$ cat src/saei_pkg.sv
/*
  constants, states and timing figures for the servo amplifier engage interlock.
  assumes a single 20 MHz clock shared by every file that imports it.

*/
`default_nettype none
package saei_pkg;

  // ****************************************************************
  // timing
  // ****************************************************************
  localparam int unsigned CLK_HZ         = 20_000_000; // system clock rate
  localparam int unsigned ENABLE_WAIT_MS = 100;        // ready must be valid by then
  localparam int unsigned SETTLE_MS      = 1000;       // settling after ready
  localparam int unsigned CONTACT_MS     = 3000;       // window for power applied
  localparam int unsigned ZERO_HOLD_MS   = 200;        // demands held at zero
  // all times round down (whole cycles per ms); exact at 20 MHz
  localparam int unsigned ENABLE_WAIT_CYC = (CLK_HZ / 1000) * ENABLE_WAIT_MS;
  localparam int unsigned SETTLE_CYC      = (CLK_HZ / 1000) * SETTLE_MS;
  localparam int unsigned CONTACT_CYC     = (CLK_HZ / 1000) * CONTACT_MS;
  localparam int unsigned ZERO_HOLD_CYC   = (CLK_HZ / 1000) * ZERO_HOLD_MS;
  localparam int unsigned TIMER_W         = 32;        // timer width

  // ****************************************************************
  // sequence states
  // ****************************************************************
  typedef enum logic [2:0] {
    SAEI_IDLE    = 3'h0, // nothing engaged
    SAEI_ENABLE  = 3'h1, // amp enable on, awaiting ready
    SAEI_SETTLE  = 3'h2, // ready seen, settling
    SAEI_CONTACT = 3'h3, // contactor on, awaiting power applied
    SAEI_HOLD    = 3'h4, // powered, demands still zero
    SAEI_RUN     = 3'h5  // servo control released
  } saei_state_t;

endpackage
`default_nettype wire

$ cat src/saei_sync.sv
/*
  two-flop synchroniser for one level input.
  assumes the input is asynchronous to clk; preset value chosen by parameter.
*/
`timescale 1ns/1ps
`default_nettype none
module saei_sync #(
  parameter logic RESET_VAL = 1'b1
) (
  input  wire logic clk,
  input  wire logic reset,
  input  wire logic async_in,
  output logic      sync_out
);

  logic meta_q; // first stage, read only by second stage

  // ****************************************************************
  // two stages
  // ****************************************************************
  always_ff @(posedge clk or posedge reset)
  begin
    if (reset)
    begin
      meta_q   <= RESET_VAL;
      sync_out <= RESET_VAL;
    end
    else
    begin
      meta_q   <= async_in;
      sync_out <= meta_q;
    end
  end

endmodule
`default_nettype wire

$ cat src/saei_interlock.sv
/*
  engage sequencer: amp enable, settle, contactor, zero hold, run.
  assumes pin inputs are asynchronous; outputs drive external pin buffers.
*/
`timescale 1ns/1ps
`default_nettype none
module saei_interlock
  import saei_pkg::*;
#(
  parameter int unsigned ENABLE_CYC = ENABLE_WAIT_CYC,
  parameter int unsigned SETTLE_N   = SETTLE_CYC,
  parameter int unsigned CONTACT_N  = CONTACT_CYC,
  parameter int unsigned HOLD_N     = ZERO_HOLD_CYC
) (
  input  wire logic clk,             // 20 MHz
  input  wire logic reset,           // async, active high
  input  wire logic engage_req,      // level request to engage, same clock
  input  wire logic halt_sense_pin,  // high or open = emergency stop active
  input  wire logic amps_ready_n_pin,// low = amplifiers on and ready
  input  wire logic power_ok_n_pin,  // low = contactor operated
  output logic      contactor_n,     // contactor command, active low
  output logic      contactor,       // contactor command, active high
  output logic      amp_enable_n,    // enable request, active low
  output logic      amp_enable,      // enable request, active high
  output logic      demand_zero,     // high forces motor demands to zero
  output logic      servo_run,       // servo control released
  output logic      engage_fail      // one-cycle pulse when the enable or contactor window runs out with no ready or power applied
);

  // ****************************************************************
  // synchronised inputs
  // ****************************************************************
  logic        halt_s;       // synchronised halt sense
  logic        ready_n_s;    // synchronised ready, low true
  logic        power_n_s;    // synchronised power applied, low true
  saei_state_t state_q;      // sequence state
  logic [TIMER_W-1:0] tmr_q; // cycles spent in current state; held at zero in run
  logic        halt_act;     // emergency stop active
  logic        en_cmd;       // logical enable request
  logic        ct_cmd;       // logical contactor command

  // this unit's own halt input only; preset active
  saei_sync #(.RESET_VAL(1'b1)) u_halt (
    .clk      (clk),
    .reset    (reset),
    .async_in (halt_sense_pin),
    .sync_out (halt_s)
  );

  saei_sync #(.RESET_VAL(1'b1)) u_ready (
    .clk      (clk),
    .reset    (reset),
    .async_in (amps_ready_n_pin),
    .sync_out (ready_n_s)
  );

  saei_sync #(.RESET_VAL(1'b1)) u_power (
    .clk      (clk),
    .reset    (reset),
    .async_in (power_ok_n_pin),
    .sync_out (power_n_s)
  );

  // ****************************************************************
  // decode
  // ****************************************************************
  // only a low input releases the stop; high or open trips it
  assign halt_act = halt_s;

  function automatic logic enable_on(input saei_state_t s);
    enable_on = (s != SAEI_IDLE);
  endfunction

  function automatic logic contact_on(input saei_state_t s);
    contact_on = (s == SAEI_CONTACT) || (s == SAEI_HOLD) || (s == SAEI_RUN);
  endfunction

  assign en_cmd = enable_on(state_q);
  assign ct_cmd = contact_on(state_q);

  // ****************************************************************
  // sequencer
  // ****************************************************************
  always_ff @(posedge clk or posedge reset)
  begin
    if (reset)
    begin
      state_q <= SAEI_IDLE;
      tmr_q   <= '0;
    end
    else if (halt_act || !engage_req)
    begin
      state_q <= SAEI_IDLE; // withdraw everything, refuse engage
      tmr_q   <= '0;
    end
    else
    begin
      tmr_q <= tmr_q + TIMER_W'(1);
      unique case (state_q)
        SAEI_IDLE:
        begin
          state_q <= SAEI_ENABLE; // demands zero, request amps
          tmr_q   <= '0;
        end
        SAEI_ENABLE:
        begin
          // request held the full window, then ready checked
          if (tmr_q == TIMER_W'(ENABLE_CYC - 1))
          begin
            state_q <= ready_n_s ? SAEI_IDLE : SAEI_SETTLE;
            tmr_q   <= '0;
          end
        end
        SAEI_SETTLE:
        begin
          if (ready_n_s)
          begin
            state_q <= SAEI_IDLE; // ready lost while settling
            tmr_q   <= '0;
          end
          else if (tmr_q == TIMER_W'(SETTLE_N - 1))
          begin
            state_q <= SAEI_CONTACT;
            tmr_q   <= '0;
          end
        end
        SAEI_CONTACT:
        begin
          if (!power_n_s)
          begin
            state_q <= SAEI_HOLD; // confirmed in time
            tmr_q   <= '0;
          end
          else if (tmr_q == TIMER_W'(CONTACT_N - 1))
          begin
            state_q <= SAEI_IDLE; // drop contactor and enable
            tmr_q   <= '0;
          end
        end
        SAEI_HOLD:
        begin
          if (tmr_q == TIMER_W'(HOLD_N - 1))
          begin
            state_q <= SAEI_RUN;
            tmr_q   <= '0;
          end
        end
        SAEI_RUN:
        begin
          tmr_q <= '0;
        end
        default:
        begin
          state_q <= SAEI_IDLE;
          tmr_q   <= '0;
        end
      endcase
    end
  end

  // ****************************************************************
  // abandon pulse
  // ****************************************************************
  always_ff @(posedge clk or posedge reset)
  begin
    if (reset)
      engage_fail <= 1'b0;
    else
      engage_fail <= !halt_act && engage_req &&
                     (((state_q == SAEI_ENABLE) && ready_n_s && (tmr_q == TIMER_W'(ENABLE_CYC - 1))) ||
                      ((state_q == SAEI_CONTACT) && power_n_s && (tmr_q == TIMER_W'(CONTACT_N - 1))));
  end

  // ****************************************************************
  // output registers
  // ****************************************************************
  always_ff @(posedge clk or posedge reset)
  begin
    if (reset)
    begin
      contactor    <= 1'b0;
      contactor_n  <= 1'b1;
      amp_enable   <= 1'b0;
      amp_enable_n <= 1'b1;
      demand_zero  <= 1'b1;
      servo_run    <= 1'b0;
    end
    else
    begin
      contactor    <= ct_cmd;
      contactor_n  <= !ct_cmd;
      amp_enable   <= en_cmd;
      amp_enable_n <= !en_cmd;
      demand_zero  <= (state_q != SAEI_RUN);
      servo_run    <= (state_q == SAEI_RUN);
    end
  end
endmodule
`default_nettype wire

$ cat config.mk
export PLATFORM = sky130hd
export DESIGN_NAME = saei_interlock
export DESIGN_NICKNAME = d
export VERILOG_FILES = /design/src/saei_pkg.sv /design/src/saei_sync.sv /design/src/saei_interlock.sv
export SDC_FILE = /design/constraint.sdc
export NUM_CORES = 1
export LEC_CHECK = 0
export CAP_MARGIN = 20
export CORE_AREA = 2 2 81 83
export CTS_CLUSTER_SIZE = 28
export DETAILED_ROUTE_END_ITERATION = 16
export DIE_AREA = 0 0 83 85
export DONT_BUFFER_PORTS = 1
export SLEW_MARGIN = 0
export SYNTH_ARGS = -nofsm -noshare
export SYNTH_HDL_FRONTEND = slang
export SYNTH_HIERARCHICAL = 1
export SYNTH_SLANG_ARGS = --single-unit
$ cat constraint.sdc
create_clock -name clk -period 3.1 [get_ports clk]
set_clock_uncertainty 0.05 [all_clocks]
set_input_delay 0.62 -clock clk [delete_from_list [all_inputs] [get_ports clk]]
set_output_delay 0.62 -clock clk [all_outputs]
set_load 0.02 [all_outputs]
# Word-level counts from Yosys, hierarchy flattened
# Index checks and enable logic that the tools add are counted.
[totals]
regBits = 48
output_inout_bits = 7
wordCells = 65
[op_classes]
addsub = 1
eq_ne = 15
n_mux = 17
reduce_logical = 17
[op_table]
columns = ["operator", "count"]
rows = [
  ["$mux 32", 7],
  ["$pmux 32 s4", 1],
  ["$add 32x1->32 const B", 1],
  ["$eq 32x21->1 const B", 1],
  ["$eq 32x22->1 const B", 1],
  ["$eq 32x25->1 const B", 1],
  ["$eq 32x26->1 const B", 1],
  ["$mux 3", 7],
  ["$pmux 3 s6", 1],
  ["$eq 3x2->1 const B", 2],
  ["$eq 3x3->1 const B", 2],
  ["$logic_and 1x1->1", 6],
  ["$ne 3x3->1 const B", 2],
  ["$reduce_and 5->1", 1],
  ["$logic_not 1->1", 4],
  ["$logic_or 1x1->1", 4],
  ["$ne 4x3->1 const B", 1],
  ["$ne 4x4->1 const B", 1],
  ["$eq 3x1->1 const B", 1],
  ["$logic_not 3->1", 1],
  ["$ne 3x1->1 const B", 1],
  ["$reduce_bool 3->1", 1],
  ["$mux 2", 1],
  ["$ne 2x2->1 const B", 1],
]

# Logic depth before layout (Yosys ltp)
[logic_depth]
word_depth = 5
depth_mapped = 7
ltp_nobuf = 6

# By module
# The synthesis kept the hierarchy.
[by_module_without_submodules]
columns = ["mod", "instances", "cells_per_inst", "area_per_inst_um2"]
rows = [
  ["saei_interlock", 1, 238, 2407.3],
  ["saei_sync", 3, 3, 56.3],
]

# Worst setup path before layout
# Ideal clock, no wire load.
[synth_path]
kind = "register -> register"
start = "register tmr_q[12]"
end = "register tmr_q[10]"
arrival_ns = 2.065
t_required_ns = 2.913
setup_slack_ns = 0.848
stages_incl_launch_ff = 7
n_path_buf = 1
path_cell_list = "dfrtp_1 > or4_1 > or4_4 > o21a_4 > nor2_4 > buf_6 > a211oi_1"
[synth_between]
elab_chain_cells = 5
elab_cells_between_ends = 12
cone_classes = "eq/ne (4); mux (8)"
[synth_lines]
columns = ["element", "line", "rtl"]
rows = [
  ["start, declared", "saei_interlock.sv:37", "logic [TIMER_W-1:0] tmr_q;"],
  ["start signal, assigned", "saei_interlock.sv:98", "tmr_q <= tmr_q + TIMER_W'(1);"],
  ["$eq 32x26->1 / $eq 32x25->1 (equally long branches)", "saei_interlock.sv:134, saei_interlock.sv:121", ""],
  ["$mux 32, on equally long branches", "saei_interlock.sv:134, saei_interlock.sv:121", ""],
  ["$mux 32, on equally long branches", "saei_interlock.sv:129, saei_interlock.sv:116", ""],
  ["$pmux 32 s4 *", "saei_interlock.sv:99", "unique case (state_q)"],
  ["$mux 32 *", "saei_interlock.sv:91", "else if (halt_act || !engage_req)"],
]
# Every way passes the cells marked *; elsewhere a longest branch is shown, timed or not.
# A chain may end at the register's enable or synchronous reset.

# Worst setup path in the final report
[layout_path]
start = "register tmr_q[12]"
end = "register tmr_q[1]"
# Same word-level chain as after synthesis.

==> run_results.csv <==
group,metric,value,unit
clock_network,cts_buffers,5,
timing,fin_crit_sh,83.2,%
global_route,grt_busiest_layer,"met2",
worst_setup_path,cp.required,3.21,ns
place,place_hpwl,3480,um
worst_setup_path,worst_r2r_startpoint,"tmr_q[12]",
worst_setup_path,r2r-end,"tmr_q[1]",
drt,drt_iter0_markers,110,
clock_network,path_clk_slew,0.09,ns
timing,period_minus_slack,2.58,ns
drt,drt-pass1-iter-count,4,
floorplan,core_area,6200,sq um
global_route,grtUsageMet3,2.92,%
timing,slew_headroom,49.2,%
global_route,antenna_found_initial,0,
floorplan,rows,29,
worst_setup_path,critPathMaxFanout,31,
timing,setup_violations,0,
drt,vias,1853,
drt,wl_per_cell,16.1,um
worst_setup_path,critPathCapture,"tmr_q[1]",
power,leakage,1.03,nW
clock_network,clockBufferDepth,2,
synth,postSynthAreaPerCell,10.4,sq um
min_path,min_path_type,"in -> async",
power,power_density,394,nW/um^2
synth,synth_cells,247,
global_route,gr-usage-all-layers,16.3,%
final_layout,drive_above_1_share,14.8,%
drt,ant_nets,0,
global_route,grt_max_degree,43,
floorplan,die_y,85,um
clock_network,hold_buffers,0,
outcome,run_status,"completed",
run,maxCapViolations,0,
final_layout,area_delta_synth_final,5.83,%
floorplan,io_pins,13,
drt,wirelength,5260,um
clock_network,htree_num_levels,2,
synth,ys_types,52,
synth,seq_area_frac_synth,47.1,%
timing,fin_setup_tns,0,ns
synth,syn_nets,254,
timing,rsz0062_at_grt,"no",
timing,worst_slew_pin_slew,0.760,ns
worst_setup_path,cp-end-kind,"register",
timing,drv_slew,0,
floorplan,die_area,7060,sq um
worst_setup_path,crit_type,"reg -> reg",
global_route,grt_pass1_vias,1825,
synth,synth_edf_count,0,
drt,drc_errors,0,
synth,netlist.area_leader.share,37.9,%
synth,yosysTopAreaCell,"dfrtp_1",
final_layout,layout.nets,256,
place,place_ws,0.521,ns
timing,setup_ws,0.519,ns
global_route,grt-ovfl-total,0,
drt,viasPerCell,5.67,
clock_network,numClockSinks,48,
global_route,grt_use_met1,23.4,%
timing,hold_violations,0,
synth,synth_area,2580,sq um
worst_setup_path,crit_start,"tmr_q[12]",
synth,synth-seq-cells,48,
worst_setup_path,ff2ff_path_depth,6,
clock_network,cts.repair.resized,0,
place,numPortBuffers,0,
synth,yosysWarningCount,6,
worst_setup_path,r2r_setup_slack,0.52,ns
synth,synthArstFlopShare,100,%
floorplan,die_x,83,um
power,peakVddDrop,0.160,mV
global_route,grt_pass1_wl,9210,um
clock_network,post_cts_buffers,0,
worst_setup_path,startpoint_type,"register",
timing,max_freq,387,MHz
final_layout,antennaDiodeCount,0,
clock_network,clk-insertion-delay-late,0.30,ns
synth,yosys-top-cells-area,"dfrtp_1 38%, dfstp_2 9.2%, a211oi_1 8.7%",
floorplan,initial_core_util,41.5,%
clock_network,cts_tree,"done",
global_route,grt_use_met2,24.6,%
clock_network,root_buffer,"clkbuf_8",
worst_setup_path,crit_arrival,2.69,ns
synth,ys.flop_type,"dfrtp_1",
place,gp_congestion,0.759,
[state kept, by name, indices dropped and copies added, names as in the netlist]
register / flops
amp_enable: 1
amp_enable_n: 1
contactor: 1
contactor_n: 1
demand_zero: 1
engage_fail: 1
servo_run: 1
state_q: 3
tmr_q: 32
u_halt/meta_q: 1
u_halt/sync_out: 1
u_power/meta_q: 1
u_power/sync_out: 1
u_ready/meta_q: 1
u_ready/sync_out: 1
[cell families after synthesis]
group	Yosys count	synth area share [%]
simple gates	97	22.5
compound gates	49	14.7
flops	48	47.1
xor+xnor	29	9.86
buf+inv	23	5.39
fa+ha+maj	1	0.486
[power breakdown]
part	total [mW]	leakage, nW	internal [mW]	switching [mW]
clock	0.391	0.0484	0.183	0.208
sequential	0.643	0.638	0.636	0.00677
combinational	0.0408	0.339	0.00775	0.0330
[worst max-delay path: stages (launching register included)]
cell and delay [ns]:
dfrtp_1 0.45, or4_1 0.57, or4_4 0.59, o21a_4 0.23, nor2_4 0.09, buf_4 0.32
a211oi_1 0.13
[Yosys cell counts (all sizes together), types with 2 or more instances]
| cell type | instances |
|---|---|
| dfrtp | 39 |
| a211oi | 32 |
| xor2 | 24 |
| nand3 | 18 |
| nand2 | 17 |
| nand4 | 14 |
| nor2 | 11 |
| inv | 10 |
| dfstp | 9 |
| buf | 8 |
| nor2b | 5 |
| xnor2 | 5 |
| a21oi | 4 |
| and3 | 4 |
| clkbuf | 4 |
| nor3 | 4 |
| or4 | 4 |
| and4 | 3 |
| nor4 | 3 |
| a31oi | 2 |
| nand2b | 2 |
| nand4bb | 2 |
| nor3b | 2 |
| nor4b | 2 |
| or3 | 2 |
[metrics by stage]
stage,hold slack [ns],std cells,util [%],power [mW],cell area (sq um)
after floorplan,0.295,247,-,0.687,2580
after global placement,0.296,319,42.4,0.696,2630
after detailed placement,0.297,319,42.4,0.697,2630
after CTS,0.155,327,43.9,1.09,2730
after global routing,0.153,327,43.9,1.12,2730
final,0.162,327,43.9,1.07,2730
[cell type report]
cell class              count  area (sq um)
flip-flops and latches     48          1210
repair buffers              8          60.1
fillers                   579          3480
multi-input cells         176          1220
well taps                  77          96.3
clock inverters             1          8.76
inverters                  10          37.5
clock buffers               7          86.3
[worst min path at each step]
stage                         from                to  slack, ns  depth (start not counted)
detailed placement  u_ready/meta_q  u_ready/sync_out       0.30                          0
global placement     u_halt/meta_q   u_halt/sync_out       0.30                          0
finish                       reset     u_halt/meta_q       0.16                          1
floorplan            u_halt/meta_q   u_halt/sync_out       0.30                          0
global route                 reset   u_halt/sync_out       0.15                          1
CTS                          reset   u_halt/sync_out       0.15                          1
[layer usage]
layer	part of all wire, %	vias up
met4	1.7	0
met2	46	19
li1	-	913
met5	0	-
met3	2.2	6
met1	50	915
[cell usage in the layout, fill, tap and decap left out, types with 3 or more instances in the layout]
master / n
a21oi_1: 4
dfrtp_1: 39
nor3_1: 4
a211oi_1: 30
nand4_1: 14
inv_1: 10
xor2_1: 24
clkbuf_8: 6
nand3_1: 18
or4_1: 3
nor2b_1: 5
buf_4: 8
dfstp_2: 9
nand2_1: 17
nor2_1: 10
xnor2_1: 5
No activity file was read; power rests on OpenSTA's default activity.
